===== config.mk =====
export PLATFORM = sky130hd
export DESIGN_NAME = fmr_modem_ctrl
export DESIGN_NICKNAME = d
export VERILOG_FILES = /design/src/pkg/fmr_pkg.sv /design/src/hw/fmr_modem_ctrl.sv
export SDC_FILE = /design/constraint.sdc
export NUM_CORES = 1
export LEC_CHECK = 0
export BUFFER_PORTS_ARGS = -buffer_cell sky130_fd_sc_hd__buf_2
export CORE_ASPECT_RATIO = 0.8
export CORE_UTILIZATION = 35
export CTS_CLUSTER_DIAMETER = 30
export CTS_CLUSTER_SIZE = 12
export DETAILED_ROUTE_END_ITERATION = 8
export PLACE_DENSITY = 0.6
export SLEW_MARGIN = 15
export SYNTH_ARGS = -nofsm -noshare
export SYNTH_HDL_FRONTEND = slang
export SYNTH_SLANG_ARGS = --single-unit

===== constraint.sdc =====
create_clock -name mclk_i -period 1.83 [get_ports mclk_i]
set_input_delay 0.0915 -clock mclk_i [delete_from_list [all_inputs] [get_ports mclk_i]]
set_output_delay 0.0915 -clock mclk_i [all_outputs]
set_load 0.01 [all_outputs]

===== src/pkg/fmr_pkg.sv =====
package fmr_pkg;

  // ------------------------------------------------------------
  // clocking and timing
  // ------------------------------------------------------------
  localparam int CLK_HZ      = 100_000_000;
  localparam int RX_BAUD     = 1200;
  localparam int TX_TICK_HZ  = 1200;
  localparam int DET_ON_MS   = 25;
  localparam int DET_OFF_MS  = 8;
  localparam int CYC_PER_MS  = CLK_HZ / 1000;
  localparam int BIT_CYC_DEF = CLK_HZ / RX_BAUD;
  localparam int TICK_CYC_DEF = CLK_HZ / TX_TICK_HZ;
  localparam int DET_ON_DEF  = DET_ON_MS * CYC_PER_MS;
  localparam int DET_OFF_DEF = DET_OFF_MS * CYC_PER_MS;
  localparam int RX_NBITS    = 9;

  // ------------------------------------------------------------
  // register map (byte addresses, one word each)
  // ------------------------------------------------------------
  localparam logic [3:0] REG_CTRL_ADDR   = 4'h0;
  localparam logic [3:0] REG_STATUS_ADDR = 4'h4;
  localparam logic [1:0] CTRL_RESET      = 2'h0;
  localparam int CTRL_RX_RETIME_BIT = 0;
  localparam int CTRL_TX_RETIME_BIT = 1;
  localparam int ST_MODE_LSB   = 0;
  localparam int ST_DET_BIT    = 2;
  localparam int ST_RDY_BIT    = 3;
  localparam int ST_RXD_BIT    = 4;
  localparam int ST_READ_BIT   = 5;
  localparam int ST_EQ_BIT     = 6;
  localparam int ST_PIN_BIT    = 7;

  // ------------------------------------------------------------
  // types
  // ------------------------------------------------------------
  typedef enum logic [1:0] {
    MODE_RX_TX75  = 2'h0,
    MODE_TX1200   = 2'h1,
    MODE_RX_ONLY  = 2'h2,
    MODE_SLEEP    = 2'h3
  } fmr_mode_t;

  typedef enum logic [2:0] {
    TONE_MID_RAIL = 3'h0,
    TONE_450HZ    = 3'h1,
    TONE_390HZ    = 3'h2,
    TONE_2100HZ   = 3'h3,
    TONE_1300HZ   = 3'h4
  } fmr_tone_t;

  typedef enum logic [1:0] {
    RX_WAIT_HIGH = 2'h0,
    RX_HUNT      = 2'h1,
    RX_START     = 2'h2,
    RX_DATA      = 2'h3
  } fmr_rx_state_t;

  typedef struct packed {
    logic mode_select_lo;
    logic mode_select_hi;
    logic equalizer_select;
    logic strobe;
    logic txd;
    logic demod;
    logic level_on;
    logic level_hold;
  } fmr_pins_t;

endpackage : fmr_pkg


===== src/hw/fmr_modem_ctrl.sv =====
// Implementation choices: the Avalon-MM interface to the registers and the placing of the registers.
`timescale 1ns/100ps
// Summary of operation
// - mode pins 00 rx+75 tx, 01 1200 tx only, 10 rx only, 11 sleep.
// - sleep mode holds the retiming logic in reset and disables the oscillator.
// - equalizer pin low gives flat delay, high switches equalizer in while receiver on.
// - energy detect rises only after sustained level, with hysteresis.
// - without rx retiming, demodulated data drives rx output directly.
// - receiver off or sleep holds energy detect and rx data low.
// - tone chosen from mode and tx bit; rx-only mode gives mid rail.
// - rx retiming captures nine bits after each start, read by strobe.
// - two nine-bit registers; first filled after falling start edge.
// - ninth bit copies all bits across unless a readout is active, restarts search, samples strobe.
// - strobe low at completion asserts ready and shows first bit.
// - nine strobe pulses; first eight falls shift, ninth ends readout.
// - ready released on first strobe rise after it was asserted.
// - strobe held high means direct data and no receive ready.
// - tx retiming uses two bit registers; second loads on 1200Hz tick.
// - tick with strobe high passes pin, low uses register and readies.
// - high strobe releases ready; strobe rise latches tx data pin.
module fmr_modem_ctrl
  import fmr_pkg::*;
#(
  parameter int BIT_CYC  = BIT_CYC_DEF,
  parameter int TICK_CYC = TICK_CYC_DEF,
  parameter int DET_ON   = DET_ON_DEF,
  parameter int DET_OFF  = DET_OFF_DEF
) (
  // clock and reset
  input  wire logic        mclk_i,
  input  wire logic        rstn_i,
  // avalon-mm slave
  input  wire logic [3:0]  avs_address_i,
  input  wire logic        avs_read_i,
  input  wire logic        avs_write_i,
  input  wire logic [31:0] avs_writedata_i,
  input  wire logic [3:0]  avs_byteenable_i,
  output logic      [31:0] avs_readdata_o,
  output logic             avs_waitrequest_o,
  // controller pins
  input  wire logic        mode_select_lo_i,
  input  wire logic        mode_select_hi_i,
  input  wire logic        equalizer_select_i,
  input  wire logic        strobe_i,
  input  wire logic        txd_i,
  input  wire logic        ready_n_i,
  output logic             ready_n_o,
  output logic             ready_n_oe_o,
  output logic             rxd_o,
  output logic             energy_detect_o,
  // analog front end
  input  wire logic        demod_data_i,
  input  wire logic        level_on_i,
  input  wire logic        level_hold_i,
  output logic             sleep_state_o,
  output logic             osc_enable_o,
  output logic             eq_enable_o,
  output fmr_tone_t        tone_out_o
);

  localparam int BW = $clog2(BIT_CYC + 1);
  localparam int TW = $clog2(TICK_CYC + 1);
  localparam int DW = $clog2(DET_ON + DET_OFF + 1);

  // ------------------------------------------------------------
  // input synchronisers
  // ------------------------------------------------------------
  fmr_pins_t pin_raw, pin_s1_r, pin_s2_r;
  logic      strobe_d_r, ready_s1_r, ready_s2_r;
  fmr_mode_t mode;
  logic      strobe_rise, strobe_fall, sleep;

  assign pin_raw = '{mode_select_lo: mode_select_lo_i, mode_select_hi: mode_select_hi_i,
                     equalizer_select: equalizer_select_i, strobe: strobe_i, txd: txd_i,
                     demod: demod_data_i, level_on: level_on_i, level_hold: level_hold_i};

  always_ff @(posedge mclk_i) begin
    pin_s1_r   <= pin_raw;
    pin_s2_r   <= pin_s1_r;
    strobe_d_r <= pin_s2_r.strobe;
    ready_s1_r <= ready_n_i;
    ready_s2_r <= ready_s1_r;
  end

  assign mode        = fmr_mode_t'({pin_s2_r.mode_select_hi, pin_s2_r.mode_select_lo});
  assign sleep       = (mode == MODE_SLEEP);
  assign strobe_rise = pin_s2_r.strobe & ~strobe_d_r;
  assign strobe_fall = ~pin_s2_r.strobe & strobe_d_r;

  // ------------------------------------------------------------
  // register bus
  // ------------------------------------------------------------
  logic [1:0]  ctrl_r, ctrl_nxt;
  logic        wait_r, wait_nxt;
  logic [31:0] rdata_r, rdata_nxt, status;
  logic        rx_rdy_r, tx_rdy_r, rd_active_r, det_r, rxd_r;

  always_comb begin
    status = 32'h0;
    status[ST_MODE_LSB +: 2] = mode;
    status[ST_DET_BIT]       = det_r;
    status[ST_RDY_BIT]       = rx_rdy_r | tx_rdy_r;
    status[ST_RXD_BIT]       = rxd_r;
    status[ST_READ_BIT]      = rd_active_r;
    status[ST_EQ_BIT]        = pin_s2_r.equalizer_select;
    status[ST_PIN_BIT]       = ready_s2_r;
    ctrl_nxt  = ctrl_r;
    wait_nxt  = 1'b1;
    rdata_nxt = rdata_r;
    if ((avs_read_i | avs_write_i) & wait_r) begin
      wait_nxt = 1'b0;
      if (avs_write_i && avs_address_i == REG_CTRL_ADDR && avs_byteenable_i[0]) begin
        ctrl_nxt = avs_writedata_i[1:0];
      end
      if (avs_read_i) begin
        case (avs_address_i)
          REG_CTRL_ADDR:   rdata_nxt = {30'h0, ctrl_r};
          REG_STATUS_ADDR: rdata_nxt = status;
          default:         rdata_nxt = 32'h0;
        endcase
      end
    end
  end

  always_ff @(posedge mclk_i) begin
    if (!rstn_i) begin
      ctrl_r  <= CTRL_RESET;
      wait_r  <= 1'b1;
      rdata_r <= 32'h0;
    end else begin
      ctrl_r  <= ctrl_nxt;
      wait_r  <= wait_nxt;
      rdata_r <= rdata_nxt;
    end
  end

  // ------------------------------------------------------------
  // energy detector
  // ------------------------------------------------------------
  logic          det_nxt;
  logic [DW-1:0] det_cnt_r, det_cnt_nxt;
  logic          rx_on;

  assign rx_on = (mode == MODE_RX_TX75) | (mode == MODE_RX_ONLY);

  always_comb begin
    det_nxt     = det_r;
    det_cnt_nxt = '0;
    if (!rx_on) begin
      det_nxt = 1'b0;
    end else if (!det_r) begin
      if (pin_s2_r.level_on) begin
        det_cnt_nxt = det_cnt_r + DW'(1);
        if (det_cnt_r == DW'(DET_ON - 1)) begin
          det_nxt     = 1'b1;
          det_cnt_nxt = '0;
        end
      end
    end else if (!pin_s2_r.level_hold) begin
      det_cnt_nxt = det_cnt_r + DW'(1);
      if (det_cnt_r == DW'(DET_OFF - 1)) begin
        det_nxt     = 1'b0;
        det_cnt_nxt = '0;
      end
    end
  end

  always_ff @(posedge mclk_i) begin
    if (!rstn_i) begin
      det_r     <= 1'b0;
      det_cnt_r <= '0;
    end else begin
      det_r     <= det_nxt;
      det_cnt_r <= det_cnt_nxt;
    end
  end

  // ------------------------------------------------------------
  // receive retiming
  // ------------------------------------------------------------
  fmr_rx_state_t         rx_st_r, rx_st_nxt;
  logic [BW-1:0]         rx_cnt_r, rx_cnt_nxt;
  logic [3:0]            nbits_r, nbits_nxt, falls_r, falls_nxt;
  logic [RX_NBITS-1:0]   sr1_r, sr1_nxt, sr2_r, sr2_nxt;
  logic                  rx_rdy_nxt, rd_active_nxt, char_done, rx_ret;

  assign rx_ret = rx_on & ctrl_r[CTRL_RX_RETIME_BIT];

  always_comb begin
    rx_st_nxt     = rx_st_r;
    rx_cnt_nxt    = rx_cnt_r + BW'(1);
    nbits_nxt     = nbits_r;
    sr1_nxt       = sr1_r;
    sr2_nxt       = sr2_r;
    falls_nxt     = falls_r;
    rx_rdy_nxt    = rx_rdy_r;
    rd_active_nxt = rd_active_r;
    char_done     = 1'b0;
    case (rx_st_r)
      RX_WAIT_HIGH: if (pin_s2_r.demod) rx_st_nxt = RX_HUNT;
      RX_HUNT: begin
        rx_cnt_nxt = '0;
        if (!pin_s2_r.demod) rx_st_nxt = RX_START;
      end
      RX_START: begin
        if (rx_cnt_r == BW'(BIT_CYC / 2 - 1)) begin
          rx_cnt_nxt = '0;
          nbits_nxt  = 4'h0;
          rx_st_nxt  = pin_s2_r.demod ? RX_WAIT_HIGH : RX_DATA;
        end
      end
      RX_DATA: begin
        if (rx_cnt_r == BW'(BIT_CYC - 1)) begin
          rx_cnt_nxt = '0;
          sr1_nxt    = {pin_s2_r.demod, sr1_r[RX_NBITS-1:1]};
          nbits_nxt  = nbits_r + 4'h1;
          if (nbits_r == 4'(RX_NBITS - 1)) begin
            char_done = 1'b1;
            rx_st_nxt = RX_WAIT_HIGH;
          end
        end
      end
      default: rx_st_nxt = RX_WAIT_HIGH;
    endcase
    if (rd_active_r) begin
      if (strobe_rise) rx_rdy_nxt = 1'b0;
      if (strobe_fall) begin
        falls_nxt = falls_r + 4'h1;
        if (falls_r == 4'(RX_NBITS - 1)) begin
          rd_active_nxt = 1'b0;
        end else begin
          sr2_nxt = {1'b0, sr2_r[RX_NBITS-1:1]};
        end
      end
    end else if (char_done) begin
      sr2_nxt = sr1_nxt;
      if (!pin_s2_r.strobe) begin
        rx_rdy_nxt    = 1'b1;
        rd_active_nxt = 1'b1;
        falls_nxt     = 4'h0;
      end
    end
    if (!rx_ret) begin
      rx_st_nxt     = RX_WAIT_HIGH;
      rx_rdy_nxt    = 1'b0;
      rd_active_nxt = 1'b0;
    end
  end

  always_ff @(posedge mclk_i) begin
    if (!rstn_i || sleep) begin
      rx_st_r     <= RX_WAIT_HIGH;
      rx_cnt_r    <= '0;
      nbits_r     <= 4'h0;
      falls_r     <= 4'h0;
      sr1_r       <= '0;
      sr2_r       <= '0;
      rx_rdy_r    <= 1'b0;
      rd_active_r <= 1'b0;
    end else begin
      rx_st_r     <= rx_st_nxt;
      rx_cnt_r    <= rx_cnt_nxt;
      nbits_r     <= nbits_nxt;
      falls_r     <= falls_nxt;
      sr1_r       <= sr1_nxt;
      sr2_r       <= sr2_nxt;
      rx_rdy_r    <= rx_rdy_nxt;
      rd_active_r <= rd_active_nxt;
    end
  end

  // ------------------------------------------------------------
  // transmit retiming
  // ------------------------------------------------------------
  logic [TW-1:0] tick_cnt_r, tick_cnt_nxt;
  logic          tx_reg1_r, tx_reg1_nxt, tx_reg2_r, tx_reg2_nxt;
  logic          tx_direct_r, tx_direct_nxt, tx_rdy_nxt, tick, tx_ret, mod_bit;

  assign tx_ret = (mode == MODE_TX1200) & ctrl_r[CTRL_TX_RETIME_BIT];
  assign tick   = (tick_cnt_r == TW'(TICK_CYC - 1));

  always_comb begin
    tick_cnt_nxt  = tick ? '0 : tick_cnt_r + TW'(1);
    tx_reg1_nxt   = strobe_rise ? pin_s2_r.txd : tx_reg1_r;
    tx_reg2_nxt   = tx_reg2_r;
    tx_direct_nxt = tx_direct_r;
    tx_rdy_nxt    = tx_rdy_r;
    if (pin_s2_r.strobe) tx_rdy_nxt = 1'b0;
    if (tick) begin
      tx_direct_nxt = pin_s2_r.strobe;
      if (!pin_s2_r.strobe) begin
        tx_reg2_nxt = tx_reg1_r;
        tx_rdy_nxt  = 1'b1;
      end
    end
    if (!tx_ret) begin
      tx_direct_nxt = 1'b1;
      tx_rdy_nxt    = 1'b0;
    end
  end

  always_ff @(posedge mclk_i) begin
    if (!rstn_i || sleep) begin
      tick_cnt_r  <= '0;
      tx_reg1_r   <= 1'b1;
      tx_reg2_r   <= 1'b1;
      tx_direct_r <= 1'b1;
      tx_rdy_r    <= 1'b0;
    end else begin
      tick_cnt_r  <= tick_cnt_nxt;
      tx_reg1_r   <= tx_reg1_nxt;
      tx_reg2_r   <= tx_reg2_nxt;
      tx_direct_r <= tx_direct_nxt;
      tx_rdy_r    <= tx_rdy_nxt;
    end
  end

  assign mod_bit = tx_direct_r ? pin_s2_r.txd : tx_reg2_r;

  // ------------------------------------------------------------
  // output stage
  // ------------------------------------------------------------
  logic      rxd_nxt, rdy_oe_r, rdy_oe_nxt, sleep_r, osc_r, eq_r, eq_nxt;
  fmr_tone_t tone_r, tone_nxt;

  always_comb begin
    rxd_nxt    = rd_active_r ? sr2_r[0] : pin_s2_r.demod;
    if (!rx_on) rxd_nxt = 1'b0;
    rdy_oe_nxt = rx_rdy_r | tx_rdy_r;
    eq_nxt     = rx_on & pin_s2_r.equalizer_select;
    case (mode)
      MODE_RX_TX75: tone_nxt = mod_bit ? TONE_390HZ : TONE_450HZ;
      MODE_TX1200:  tone_nxt = mod_bit ? TONE_1300HZ : TONE_2100HZ;
      default:      tone_nxt = TONE_MID_RAIL;
    endcase
  end

  always_ff @(posedge mclk_i) begin
    if (!rstn_i) begin
      rxd_r    <= 1'b0;
      rdy_oe_r <= 1'b0;
      eq_r     <= 1'b0;
      tone_r   <= TONE_MID_RAIL;
      sleep_r  <= 1'b0;
      osc_r    <= 1'b0;
    end else begin
      rxd_r    <= rxd_nxt;
      rdy_oe_r <= rdy_oe_nxt;
      eq_r     <= eq_nxt;
      tone_r   <= tone_nxt;
      sleep_r  <= sleep;
      osc_r    <= ~sleep;
    end
  end

  assign avs_readdata_o    = rdata_r;
  assign avs_waitrequest_o = wait_r;
  assign ready_n_o         = 1'b0;
  assign ready_n_oe_o      = rdy_oe_r;
  assign rxd_o             = rxd_r;
  assign energy_detect_o   = det_r;
  assign sleep_state_o     = sleep_r;
  assign osc_enable_o      = osc_r;
  assign eq_enable_o       = eq_r;
  assign tone_out_o        = tone_r;
endmodule : fmr_modem_ctrl


==> impl_metrics.env <==
export IMPL_outcome="finished with violations"
export IMPL_violations="negative setup slack"
export IMPL_drt_wl_total_um=12800
export IMPL_die_x_um=141.5
export IMPL_synth_cell_types=58
export IMPL_drt_initial_drc_count=236
export IMPL_ys_flop_type="dfxtp_1"
export IMPL_slew_violations=0
export IMPL_worst_pin_slew_ps=706.5
export IMPL_seq_area_frac_synth=0.4738
export IMPL_h_tree_depth=4
export IMPL_arrival_ps=2290
export IMPL_slew_limit_headroom=0.5280
export IMPL_path_class="reg -> reg"
export IMPL_ys_ff_latch=129
export IMPL_dp_hpwl_um=7977
export IMPL_worst_r2r_endpoint="det_cnt_r[3]"
export IMPL_path_clk_slew_ps=60
export IMPL_vias=4531
export IMPL_timing_rr_start="det_cnt_r[0]"
export IMPL_numPortBuffers=37
export IMPL_setup_worst_path_end_class="flip-flop"
export IMPL_coreArea_um2=15110
export IMPL_netlist_instances=586
export IMPL_gr_usage_all_layers=0.1679
export IMPL_fin_nets=777
export IMPL_yosysWarningCount=0
export IMPL_netlist_area_um2=5450
export IMPL_cp_max_fo=6
export IMPL_reg2reg_setup_slack_ps=-120
export IMPL_vias_per_cell=4.836
export IMPL_grt_remaining_overflow=0
export IMPL_hold_viol=0
export IMPL_fillCellCount=1348
export IMPL_grt_pass1_vias=4360
export IMPL_drive_gt1_frac=0.2999
export IMPL_placement_rows=40
export IMPL_cts_buffers=17
export IMPL_min_delay_start="rstn_i"
export IMPL_antenna_cells=0
export IMPL_ir_worst_vdd_mv=0.4603
export IMPL_grt_pass1_wl_um=20980
export IMPL_postLayoutCellArea_um2=7610
export IMPL_yosysTopAreaCellShare=0.4738
export IMPL_area_growth_pct=39.62
export IMPL_setup_slack_ps=-120.3
export IMPL_ant_nets=0
export IMPL_cellLeakagePower_nw=2.848
export IMPL_min_to="osc_enable_o"
export IMPL_p_per_area_nw_per_um2=872.4
export IMPL_skew_ps=8.530
export IMPL_die_h_um=113.6
export IMPL_hp_class="in -> reg"
export IMPL_finalCritPeriodShare=1.066
export IMPL_drc=0
export IMPL_worstHoldPathCells=3
export IMPL_dpl_cell_area_um2=6166
export IMPL_clk_latency_ps=420
export IMPL_clock_sinks=129
export IMPL_routedWlPerCell_um=13.66
export IMPL_yosys_area_top_type="dfxtp_1"
export IMPL_synthTopCellsByArea="dfxtp_1 47%, xnor2_1 5.0%, nor2_1 4.8%"
export IMPL_totalPowerFinal_mw=6.639
export IMPL_setup_viol=42
export IMPL_ioPinCount=96
export IMPL_critPathRequiredTime_ps=2170
export IMPL_first_pass_iters=4
export IMPL_initial_core_util=0.3606
export IMPL_rsz0062_at_grt="yes"
export IMPL_gp_congestion=0.8297
export IMPL_syn_avg_cell_area_um2=9.301
export IMPL_async_flop_share=0
export IMPL_antenna_found_initial=0
export IMPL_fin_setup_tns_ps=-2235
export IMPL_period_needed_ps=1950
export IMPL_cap_violations=0
export IMPL_synth_edff_count=0
export IMPL_root_buffer="clkbuf_16"
export IMPL_fmax_ghz=0.5127
export IMPL_die_area_um2=16080
export IMPL_start_kind="flip-flop"
export IMPL_hold_worst_slack_ps=138.0
export IMPL_cts_tree="built"
export IMPL_clockBufferDepth=2
export IMPL_r2r_cells=11
export IMPL_grt_max_degree=24
==> critical path, cell delays in order, from the launching register on <==
cell and delay, ps:
dfxtp_2 340, ha_4 160, and4_4 170, buf_6 120, nand3_4 60, nor4_4 40
buf_4 140, o32a_1 290, buf_6 140, buf_12 130, buf_16 140, nor3_4 150
==> what timing repair did <==
item | in CTS | in global routing
pin swaps | 35 | 30
buffers inserted | 15 | 6
cloned | 4 | 1
resized for setup | 61 | 44
hold buffers | 13 | 0
endpoints found under the hold margin | 12 | 0
setup endpoints to repair | 60 | 69
==> metal layers <==
layer / wire, µm / track usage / vias to the layer above / part of all wire
met1: 6085 / 0.2077 / 2172 / 0.48
met5: 0 / 0 / - / 0
met3: 499 / 0.05835 / 16 / 0.039
met4: 188 / 0.05806 / 0 / 0.015
li1: - / - / 2255 / -
met2: 6022 / 0.2723 / 88 / 0.47
==> state kept, by name (all words and copies together), names as in the netlist, 4 cells and up <==
signal	cells
avs_readdata_o	8
pin_s1_r	8
det_cnt_r	22
pin_s2_r	6
rx_cnt_r	17
tick_cnt_r	17
sr2_r	9
nbits_r	4
falls_r	4
sr1_r	9
==> worst max-delay path by stage <==
stage | cells past startpoint | startpoint | slack, ps | to
final | 11 | det_cnt_r[0] | -120 | det_cnt_r[3]
after CTS | 9 | rx_cnt_r[1] | -130 | sr2_r[1]
after global placement | 7 | rx_cnt_r[15] | -60 | sr2_r[0]
after floorplan | 7 | det_cnt_r[0] | 5 | det_cnt_r[10]
after global routing | 9 | rx_cnt_r[1] | -180 | sr2_r[3]
after detailed placement | 7 | rx_cnt_r[15] | -150 | sr2_r[6]
==> area by class of cell <==
type / instances / area [µm²] / share of cell area
clock inverters: 9 / 130.1 / 0.01710
clock buffers: 23 / 478.0 / 0.06281
repair buffers: 126 / 1001 / 0.1315
flip-flops and latches: 129 / 2590 / 0.3403
inverters: 22 / 82.58 / 0.01085
multi-input cells: 418 / 3065 / 0.4028
well taps: 210 / 262.8 / 0.03453
==> per-stage QoR <==
stage / util / worst slack, ps / std cells
after global placement: 0.4079 / -56.70 / 871
after floorplan: - / 5.148 / 610
after CTS: 0.4894 / -132.1 / 935
after global routing: 0.5035 / -184.0 / 937
final: 0.5035 / -120.3 / 937
after detailed placement: 0.4079 / -154.7 / 871
==> cell usage in the layout (no fill, tap or decap), types with 4 or more instances in the layout <==
cell type	synthesis	layout
nor2_2	1	4
buf_6	2	10
nor4_1	7	5
a21oi_2	0	4
nor3_1	38	15
buf_4	27	61
conb_1	1	25
nand3_1	36	33
xnor2_1	31	31
a21oi_1	10	6
nor2b_1	13	13
mux2i_1	15	9
nand2_1	37	37
nand4_1	9	9
and4_1	6	4
a22oi_1	7	6
nor3_4	0	8
and3_1	8	7
nor2_1	69	63
ha_1	10	7
nor3_2	0	15
clkbuf_16	0	17
and2_1	4	4
dfxtp_2	0	6
clkinvlp_4	0	4
inv_1	21	19
xor2_1	20	20
buf_2	2	37
or3_1	5	4
dfxtp_1	129	123
dlygate4sd3_1	0	13
o211ai_1	9	9
nand4b_1	9	9
o21ai_0	5	5
==> logic make-up (layout without fill, tap and decap cells) <==
group / count (synthesis) / after routing / share of synthesized area
simple gates: 261 / 261 / 0.2511
flops: 129 / 129 / 0.4738
buf+inv: 65 / 180 / 0.06657
compound gates: 54 / 56 / 0.07530
xor+xnor: 51 / 51 / 0.08196
mux: 15 / 15 / 0.02755
fa+ha+maj: 10 / 10 / 0.02296
other cells: 1 / 25 / 0.0006880
==> cell usage after synthesis (all sizes together), types with 2 or more instances <==
library cell / number
nor4b: 3
o21a: 3
nor3: 38
a21boi: 2
nor4bb: 2
and4: 6
or2: 2
a21oi: 10
nand2: 37
a311oi: 3
inv: 21
ha: 10
xnor2: 31
o21ai: 5
mux2i: 15
nand3: 36
dfxtp: 129
buf: 31
nand4b: 9
o31ai: 3
nand2b: 3
a211o: 2
o21bai: 2
o211ai: 9
a22oi: 7
clkbuf: 12
xor2: 20
or3: 5
and3: 8
nand4: 10
nor4: 8
nand4bb: 2
and2: 4
nor2: 70
nor2b: 13
==> report_power, final <==
| part | switching (mW) | total [mW] | internal (mW) |
|---|---|---|---|
| Sequential | 0.0277 | 2.88 | 2.85 |
| Clock | 1.19 | 3.43 | 2.24 |
| Combinational | 0.181 | 0.323 | 0.142 |
| Total | 1.40 | 6.64 | 5.24 |
Note: power is estimated with default switching activity, not from simulation.
